`src/shared/azs_defs.vh`:
```
// Constants for the accumulator zone/sign conditioning block
`ifndef AZS_DEFS_VH
`define AZS_DEFS_VH

// ****************************************************************
// Character layout
// ****************************************************************
`define AZS_CHAR_W      6
`define AZS_ZONE_X_BIT  5
`define AZS_ZONE_O_BIT  4
`define AZS_DIGIT_HI    3
`define AZS_DIGIT_LO    0
`define AZS_DIGIT_W     4
`define AZS_ZONE_NONE   2'h0

// ****************************************************************
// Accumulator store
// ****************************************************************
`define AZS_ACC_LEN     10
`define AZS_ACC_IDX_W   4
`define AZS_ACC_LAST    4'h9
`define AZS_SIGN_POS    4'h0
`define AZS_DIGIT_RST   4'h0
`define AZS_SIGN_RST    1'b0

// ****************************************************************
// Instruction register
// ****************************************************************
`define AZS_IR_LEN      10
`define AZS_IR_W        60
`define AZS_IR_IDX_W    4
`define AZS_IR_ALL      10'h3FF
// Positions (index 0 = first character) that keep their zones
`define AZS_IR_KEEP     10'h109
`define AZS_IR_RST      60'h0

// ****************************************************************
// Readout sequencer states
// ****************************************************************
`define AZS_ST_IDLE     1'b0
`define AZS_ST_READ     1'b1

`endif

```
`src/core/azs_core.v`:
```
// Accumulator zone/sign conditioning and instruction register
// ****************************************************************
// Contract
// RULE1: Incoming accumulator characters lose both zone bits except in the sign-control position.
// RULE2: The first, low-order character entering an accumulator is the sign-control character.
// RULE3: The accumulator goes negative only when that character carries the X zone bit.
// RULE4: A negative accumulator is read out with the X bit added to its lowest-order digit.
// RULE5: Data landing one position left loses its X bit, which misses the sign position.
// RULE6: A read-out-and-reset operation delivers the contents and clears the accumulator.
// RULE7: A load can clear the accumulator in the same operation that brings the data in.
// RULE8: Each instruction is copied into the instruction register and executed from there.
// RULE9: The instruction register holds ten characters, one per fixed instruction position.
// RULE10: Positions 2, 3, 5, 6, 7, 8 and 10 of the instruction register keep only the digit.
// RULE11: Positions 1, 4 and 9 of the instruction register keep the full zoned character.
// RULE12: An indicator bank shows every instruction register character while executing.
// RULE13: The accumulator sign is a separate state bit, set on entry and used on readout.
// ****************************************************************
`include "azs_defs.vh"

module azs_core (
  // Clock and reset
  input  wire                         i_clk,
  input  wire                         i_rst,
  // Accumulator entry stream (low-order character first)
  input  wire                         i_in_valid,
  input  wire                         i_in_first,
  input  wire                         i_in_shift,
  input  wire                         i_in_clear,
  input  wire [`AZS_CHAR_W-1:0]       i_in_char,
  // Accumulator readout request
  input  wire                         i_rd_start,
  input  wire                         i_rd_reset,
  // Accumulator readout stream toward the core buffer
  output reg                          o_rd_valid,
  output reg                          o_rd_last,
  output reg  [`AZS_CHAR_W-1:0]       o_rd_char,
  output reg                          o_acc_neg,
  output reg                          o_rd_busy,
  // Instruction register load
  input  wire                         i_ir_clear,
  input  wire                         i_ir_wr,
  input  wire [`AZS_IR_IDX_W-1:0]     i_ir_pos,
  input  wire [`AZS_CHAR_W-1:0]       i_ir_char,
  input  wire                         i_executing,
  // Instruction register outputs
  output reg                          o_exec_start,
  output reg  [`AZS_IR_W-1:0]         o_ir_word,
  output reg  [`AZS_IR_W-1:0]         o_lamp_word
);

  // ****************************************************************
  // Helpers
  // ****************************************************************
  // Keep only the numeric digit of a character
  function [`AZS_CHAR_W-1:0] strip_zone;
    input [`AZS_CHAR_W-1:0] c;
    begin
      strip_zone = {`AZS_ZONE_NONE, c[`AZS_DIGIT_HI:`AZS_DIGIT_LO]};
    end
  endfunction

  // ****************************************************************
  // Accumulator store
  // ****************************************************************
  reg [`AZS_DIGIT_W-1:0]   acc_q [0:`AZS_ACC_LEN-1];
  reg                      sign_q;
  reg [`AZS_ACC_IDX_W-1:0] wr_idx_q;
  reg [`AZS_ACC_IDX_W-1:0] rd_idx_q;
  reg                      st_q;
  reg                      rd_rst_q;
  integer                  k;

  // Readout sequencer states
  localparam [0:0] ST_IDLE = `AZS_ST_IDLE;
  localparam [0:0] ST_READ = `AZS_ST_READ;

  // Target position of the incoming character
  wire [`AZS_ACC_IDX_W-1:0] in_pos;
  wire                      in_sign_pos;
  wire                      end_read;

  // A shifted entry lands one place left of the sign-control position
  assign in_pos      = i_in_first ? (i_in_shift ? (`AZS_SIGN_POS + 4'h1) : `AZS_SIGN_POS)
                                  : wr_idx_q;
  assign in_sign_pos = i_in_first & ~i_in_shift;                     // [RULE2] [RULE5]
  assign end_read    = (st_q == ST_READ) && (rd_idx_q == `AZS_ACC_LAST);

  // Entry, sign capture, readout clear
  always @(posedge i_clk or posedge i_rst) begin
    if (i_rst) begin
      for (k = 0; k < `AZS_ACC_LEN; k = k + 1) begin
        acc_q[k] <= `AZS_DIGIT_RST;
      end
      sign_q   <= `AZS_SIGN_RST;
      wr_idx_q <= `AZS_SIGN_POS;
    end else begin
      if (i_in_valid) begin
        if (i_in_first && i_in_clear) begin
          for (k = 0; k < `AZS_ACC_LEN; k = k + 1) begin
            acc_q[k] <= `AZS_DIGIT_RST;                            // [RULE7]
          end
        end
        // Vacated low position of a shifted entry reads as zero
        if (i_in_first && i_in_shift) begin
          acc_q[`AZS_SIGN_POS] <= `AZS_DIGIT_RST;
        end
        // Only the digit is stored; zones never reach the store
        acc_q[in_pos] <= i_in_char[`AZS_DIGIT_HI:`AZS_DIGIT_LO];     // [RULE1]
        if (i_in_first) begin
          // Blank or unzoned sign character leaves it positive
          sign_q <= in_sign_pos & i_in_char[`AZS_ZONE_X_BIT];        // [RULE3] [RULE5] [RULE13]
        end
        wr_idx_q <= (in_pos == `AZS_ACC_LAST) ? `AZS_ACC_LAST : in_pos + 4'h1;
      end else if ((st_q == ST_READ) && rd_rst_q) begin
        // Read-out-and-reset clears each digit as it leaves
        acc_q[rd_idx_q] <= `AZS_DIGIT_RST;                           // [RULE6]
        if (end_read) begin
          sign_q <= `AZS_SIGN_RST;                                   // [RULE6]
        end
      end
    end
  end

  // ****************************************************************
  // Readout sequencer
  // ****************************************************************
  // One character per cycle, low-order first; entry has priority
  // over the reset clear, so callers must not overlap the two.
  always @(posedge i_clk or posedge i_rst) begin
    if (i_rst) begin
      st_q       <= ST_IDLE;
      rd_idx_q   <= `AZS_SIGN_POS;
      rd_rst_q   <= 1'b0;
      o_rd_valid <= 1'b0;
      o_rd_last  <= 1'b0;
      o_rd_char  <= {`AZS_CHAR_W{1'b0}};
      o_rd_busy  <= 1'b0;
    end else begin
      o_rd_valid <= 1'b0;
      o_rd_last  <= 1'b0;
      case (st_q)
        ST_IDLE: begin
          if (i_rd_start) begin
            st_q      <= ST_READ;
            rd_idx_q  <= `AZS_SIGN_POS;
            rd_rst_q  <= i_rd_reset;
            o_rd_busy <= 1'b1;
          end
        end
        ST_READ: begin
          o_rd_valid <= 1'b1;
          o_rd_last  <= end_read;
          // Negative sign marks the lowest-order digit with an X bit
          o_rd_char  <= {(rd_idx_q == `AZS_SIGN_POS) & sign_q, 1'b0,
                         acc_q[rd_idx_q]};                           // [RULE4] [RULE13]
          if (end_read) begin
            st_q      <= ST_IDLE;
            o_rd_busy <= 1'b0;
          end else begin
            rd_idx_q <= rd_idx_q + 4'h1;
          end
        end
        default: begin
          st_q      <= ST_IDLE;
          o_rd_busy <= 1'b0;
        end
      endcase
    end
  end

  // Sign shown to sequencing logic
  always @(posedge i_clk or posedge i_rst) begin
    if (i_rst) begin
      o_acc_neg <= `AZS_SIGN_RST;
    end else begin
      o_acc_neg <= sign_q;                                           // [RULE13]
    end
  end

  // ****************************************************************
  // Instruction register
  // ****************************************************************
  reg [`AZS_IR_LEN-1:0] ir_fill_q;
  reg [`AZS_CHAR_W-1:0] ir_val;
  reg [`AZS_IR_LEN-1:0] ir_fill_d;
  reg [`AZS_IR_LEN-1:0] ir_keep;

  // Zone handling depends only on the fixed position
  always @* begin
    // Full-width shift so no keep bit is lost before the test
    ir_keep   = `AZS_IR_KEEP >> i_ir_pos;
    ir_val    = ir_keep[0] ? i_ir_char : strip_zone(i_ir_char);     // [RULE10] [RULE11]
    ir_fill_d = ir_fill_q;
    if (i_ir_wr && (i_ir_pos < `AZS_IR_LEN)) begin
      ir_fill_d = ir_fill_q | (10'h001 << i_ir_pos);
    end
  end

  // Ten dedicated character slots; execution starts once all are in
  always @(posedge i_clk or posedge i_rst) begin
    if (i_rst) begin
      o_ir_word    <= `AZS_IR_RST;
      ir_fill_q    <= {`AZS_IR_LEN{1'b0}};
      o_exec_start <= 1'b0;
    end else begin
      o_exec_start <= 1'b0;
      if (i_ir_clear) begin
        ir_fill_q <= {`AZS_IR_LEN{1'b0}};
      end else begin
        if (i_ir_wr && (i_ir_pos < `AZS_IR_LEN)) begin
          o_ir_word[i_ir_pos*`AZS_CHAR_W +: `AZS_CHAR_W] <= ir_val;  // [RULE9]
        end
        ir_fill_q <= ir_fill_d;
        // Fires once, on the write that completes the copy
        if ((ir_fill_q != `AZS_IR_ALL) && (ir_fill_d == `AZS_IR_ALL)) begin
          o_exec_start <= 1'b1;                                      // [RULE8]
        end
      end
    end
  end

  // Indicator bank mirrors the register only while executing
  always @(posedge i_clk or posedge i_rst) begin
    if (i_rst) begin
      o_lamp_word <= `AZS_IR_RST;
    end else begin
      o_lamp_word <= i_executing ? o_ir_word : `AZS_IR_RST;          // [RULE12]
    end
  end

endmodule // azs_core

```
`config.mk`:
```
export PLATFORM = sky130hd
export DESIGN_NAME = azs_core
export DESIGN_NICKNAME = d
export VERILOG_FILES = /design/src/core/azs_core.v
export VERILOG_INCLUDE_DIRS = /design/src /design/src/shared
export SDC_FILE = /design/constraint.sdc
export NUM_CORES = 1
export LEC_CHECK = 0
export ABC_AREA = 1
export ABC_CLOCK_PERIOD_IN_PS = 8200
export BUFFER_PORTS_ARGS = -buffer_cell sky130_fd_sc_hd__buf_2
export CAP_MARGIN = 0
export CORE_MARGIN = 5
export CORE_UTILIZATION = 55
export DETAILED_ROUTE_END_ITERATION = 7
export GPL_ROUTABILITY_DRIVEN = 0
export PLACE_DENSITY = 0.79
export RECOVER_POWER = 50
export SETUP_SLACK_MARGIN = 0.02
export SLEW_MARGIN = 20
export SYNTH_ARGS = -nofsm -noshare
export SYNTH_HDL_FRONTEND = slang
export SYNTH_SLANG_ARGS = --single-unit
```
`constraint.sdc`:
```
create_clock -name i_clk -period 8.2 [get_ports i_clk]
set_clock_uncertainty 0.2 [all_clocks]
set_input_delay 0.41 -clock i_clk [delete_from_list [all_inputs] [get_ports i_clk]]
set_output_delay 0.41 -clock i_clk [all_outputs]
set_load 0.01 [all_outputs]
```
== After elaboration in Yosys (flattened, before gate mapping) ==
Cells that the tools add are included.

* Output and inout bits: 131
* Register bits: 191
* Input port bits: 27
* Word-level logic and storage cells: 110

* Equal/unequal tests: 8
* Shifts and indexed selects: 4
* Muxes and demuxes: 38
* Multipliers: 1
* Bitwise operators: 11
* Order comparisons: 5
* $add $sub $neg: 3
* Reduce and logical (&&, ||, !) cells: 16

{| class="wikitable"
|+ Operators with widths
! operator !! number
|-
| $mux 40 || 4
|-
| $bwmux 60 || 1
|-
| $mux 60 || 1
|-
| $shift 6x34->60 const A || 1
|-
| $shiftx 6x34->60 || 1
|-
| $and 40x40->40 || 1
|-
| $bwmux 40 || 1
|-
| $mux 4 || 10
|-
| $not 40->40 || 1
|-
| $neg 7->34 || 1
|-
| $demux 4 s4 || 2
|-
| $mux 10 || 2
|-
| $bmux 4 s4 || 1
|-
| $mux 1 || 12
|-
| $eq 10x10->1 const B || 1
|-
| $ge 5x5->1 const B || 2
|-
| $lt 5x1->1 const B || 2
|-
| $ne 10x10->1 const B || 1
|-
| $not 4->5 || 2
|-
| $or 10x10->10 || 1
|-
| $shl 1x4->10 const A || 1
|-
| $shr 9x4->1 const A || 1
|-
| $add 4x1->4 const B || 2
|-
| $eq 4x4->1 const B || 2
|-
| 14 further kinds || 32
|}

== Longest topological paths before layout ==
* Depth after elaboration: 9
* Depth in mapped cells: 19
* Depth with buffers taken out: 19

== Worst setup path after synthesis ==
Ideal clock, no wire load.

* Path kind: input to register
* Start: input i_ir_pos[0]
* End: register o_ir_word[40]
* Buffers on the path: 2
* Path slack: 5241 ps
* Stages on the path: 17
* Library setup time: 77 ps
* Arrival: 2682 ps
* Required time: 7923 ps
* Cell sequence: buf_4 inv_2 ha_1 nor2_4 nand2_1 nor2_1 nand2_1 inv_1 ha_1 nand2_1 inv_1 nand2_2 inv_2 buf_4 nand3_1 nand2_1 o21ai_1

* Word-level cells in the longest chain between the ends: 4
* Elaborated cells on any way between the ends: 10
* Those cells by class: add/sub: 1; mul: 1; order compare: 1; shift: 3; mux: 2; reduce/logical: 2

{| class="wikitable"
|+ Ends and longest elaborated chain
! element !! line !! RTL
|-
| start: declaration || azs_core.v:42 || <nowiki>input wire [`AZS_IR_IDX_W-1:0] i_ir_pos,</nowiki>
|-
| $mul 4x2->6 (no line) or $shr 9x4->1 (tied branches) || -- ||
|-
| $neg 7->34 or $mux 6 (tied branches) || azs_core.v:211, azs_core.v:192 ||
|-
| $shiftx 6x34->60 or $shift 6x34->60 (tied branches) || azs_core.v:211 || <nowiki>o_ir_word[i_ir_pos*`AZS_CHAR_W +: `AZS_CHAR_W] <= ir_val;</nowiki>
|-
| $bwmux 60 || azs_core.v:211 ||
|-
| end signal: assignment || azs_core.v:202 || <nowiki>o_ir_word <= `AZS_IR_RST;</nowiki>
|-
| end signal: indexed assignment || azs_core.v:211 ||
|-
| end: declaration || azs_core.v:47 || <nowiki>output reg [`AZS_IR_W-1:0] o_ir_word,</nowiki>
|}

Parallel ways exist; a longest one is shown, timed or not.
A chain may end at the register's enable or synchronous reset.

==> run metrics <==
Remaining DRCs=0; Routed WL=23.0 mm; Worst Tran Pin Value=5.11 ns; Seq cells post-synth=191; HPWL after DPL=16.7 mm; Port-buffer cells=155; critical path class=in -> async; Netlist cell types=45; DR WL/cell=15.7 µm; CTS tree=yes; CTS root buf=clkbuf_16; Tcrit/Tclk final=58.4%; fin util=63.7%; largest net degree at the start of global routing=123; cts bufs inserted=17; Setup TNS Final=0 ns; status=finished, violations left; Clock Path Buffers=2; setup violators final=0; Congestion Overflow GR=0; f_max=209 MHz; All-Layer GR Usage=24.4%; sequential-to-total area share from yosys stat=52.6%; DR pass1 iterations=8; drt first-iter violations=869; Crit Path Max Fanout=122; Die Height=139 µm; Synth Instances=1,084; Post-Synthesis Cell Area=9080 µm²; Clock Latency Late Sink=0.43 ns; Avg Cell Area, Syn=8.38 µm²; antenna-violating nets left=0; Starting Density=55.4%; final slew viol count=184; clk slew on worst S/H paths=0.07 ns; core area=16,400 µm²; I/O pins=158; RSZ-0062 raised after global routing=false; row cnt=47; critical path data arrival time=5.04 ns; yosys warns=0; CP required=8.45 ns; PwrDens=252 nW/µm²; worst min path class=in -> reg; vias in the first global route=7,672; crit start category=primary input; htree depth=4; vias per cell=5.36; max-cap viol count=2; number of diodes=0; peak supply drop=0.185 mV; failing checks=capacitance limit, slew limit; first-pass GRT wire length=38.2 mm; endpoints failing hold=0; Post-Syn Nets=1,126; P&R area growth vs syn=15.2%; Vias=7,861; initial antenna violation count=0; slew margin rel.=-243%; total of fill cells in the finished design=1,441; CP Capture Type=asynchronous set/reset pin; Static Leak=5.44 nW; layout cells sized above 1=11.0%; CTS sink count=191; Die Area=19,200 µm²; Die Wd=139 µm; Period minus WS final=4.79 ns; post-layout net count=1,276
## synthesized netlist by cell type, drive strengths merged
master   number  area (µm²)
inv         179         679
a211oi        1        20.0
o31ai         2        15.0
o22ai        32         200
nor2         82         388
or2           1        8.76
nor3          9        71.3
ha           15         188
conb          1        3.75
nand4        17         106
mux2          1        11.3
o2111ai       1        8.76
a21oi        25         133
clkinv        2        7.51
xnor2         2        17.5
a22oi         4        30.0
o21ai       121         628
xor2          1        8.76
clkbuf       18        67.6
o21a          6        45.0
nand2       282        1120
nand3        64         365
buf          12        86.3
a31oi        12        75.1
nor4          2        12.5
a32oi         1        8.76
dfrtp       191        4780
## report_power, final
group | total (mW) | switching [mW] | internal (mW)
combinational | 0.677 | 0.465 | 0.212
clock | 0.781 | 0.370 | 0.411
sequential | 1.18 | 0.103 | 1.07
total | 2.63 | 0.938 | 1.70
## area by class of cell
class                           count  area (µm²)  share of cell area [%]
Multi-Input combinational cell    682        3460                    33.1
Timing Repair Buffer              161         694                    6.64
Clock buffer                       20         457                    4.37
Tap cell                          220         275                    2.63
Clock inverter                     12         103                   0.981
Sequential cell                   191        4780                    45.7
Inverter                          181         688                    6.58
## stage by stage
stage | power [mW] | hold slack (ns) | cells | instance area, µm² | setup slack, ns
global route | 2.80 | 0.0360 | 1467 | 10500 | 2.39
finish | 2.63 | 0.0358 | 1467 | 10500 | 3.41
CTS | 2.66 | 0.0258 | 1467 | 10600 | 4.88
detailed placement | 1.88 | 0.273 | 1432 | 10000 | 4.43
floorplan | 1.63 | 0.152 | 1084 | 9080 | 2.39
global placement | 1.86 | 0.264 | 1432 | 10000 | 4.49
## flip-flops by register name, summed over array words and instances, names as in the netlist, 4 cells and up
register     flops
rd_idx_q         4
o_lamp_word     60
acc_q           40
wr_idx_q         4
ir_fill_q       10
o_rd_char        5
o_ir_word       60
## final timing paths
path,start,slack [ns],end,depth (start not counted)
min in group asynchronous,i_rst,1.91,o_lamp_word[8],3
worst min register to register,acc_q[12],0.29,acc_q[12],2
worst min-delay path,i_in_char[5],0.04,sign_q,3
worst max-delay path,i_rst,3.41,o_ir_word[54],4
worst max register to register,rd_idx_q[1],5.96,acc_q[3],9
max in group i_clk,i_ir_pos[2],4.58,o_ir_word[27],16
## worst max-delay path, stage by stage
cell,delay (ns)
dlygate4sd3_1,0.54
buf_2,0.13
clkinvlp_2,2.83
buf_4,1.02
## cells in the final DEF, fill, tap and decap left out, drive strengths merged
master         n
o21ai        121
clkbuf       127
dfrtp        191
inv          182
ha            15
o21a           6
mux2           1
clkinv         6
a22oi          4
a32oi          1
o2111ai        1
nand4         17
nor3           9
o31ai          2
dlygate4sd3    3
or2            1
nand3         64
xor2           1
nor4           2
a31oi         12
o22ai         32
a21oi         25
xnor2          2
conb           1
clkinvlp       5
buf           51
nor2          82
a211oi         1
nand2        282
## kinds of logic after synthesis
family	synth area share [%]
fa+ha+maj	2.07
simple gates	22.8
xor+xnor	0.289
other cells	0.0413
mux	0.124
compound gates	12.8
buf+inv	9.26
flops	52.6
## per-layer routing
layer  routed length, µm  track usage (%)
met1                9360             30.7
met2               11300             41.3
met3                1540             4.83
met4                 835             10.2
met5                   0                0
## repair_timing
action,CTS,global route
resized for setup,0,0
hold buffers,3,0
setup buffers,0,0
endpoints found under the hold margin,97,0
(Power assumes the default switching activity.)
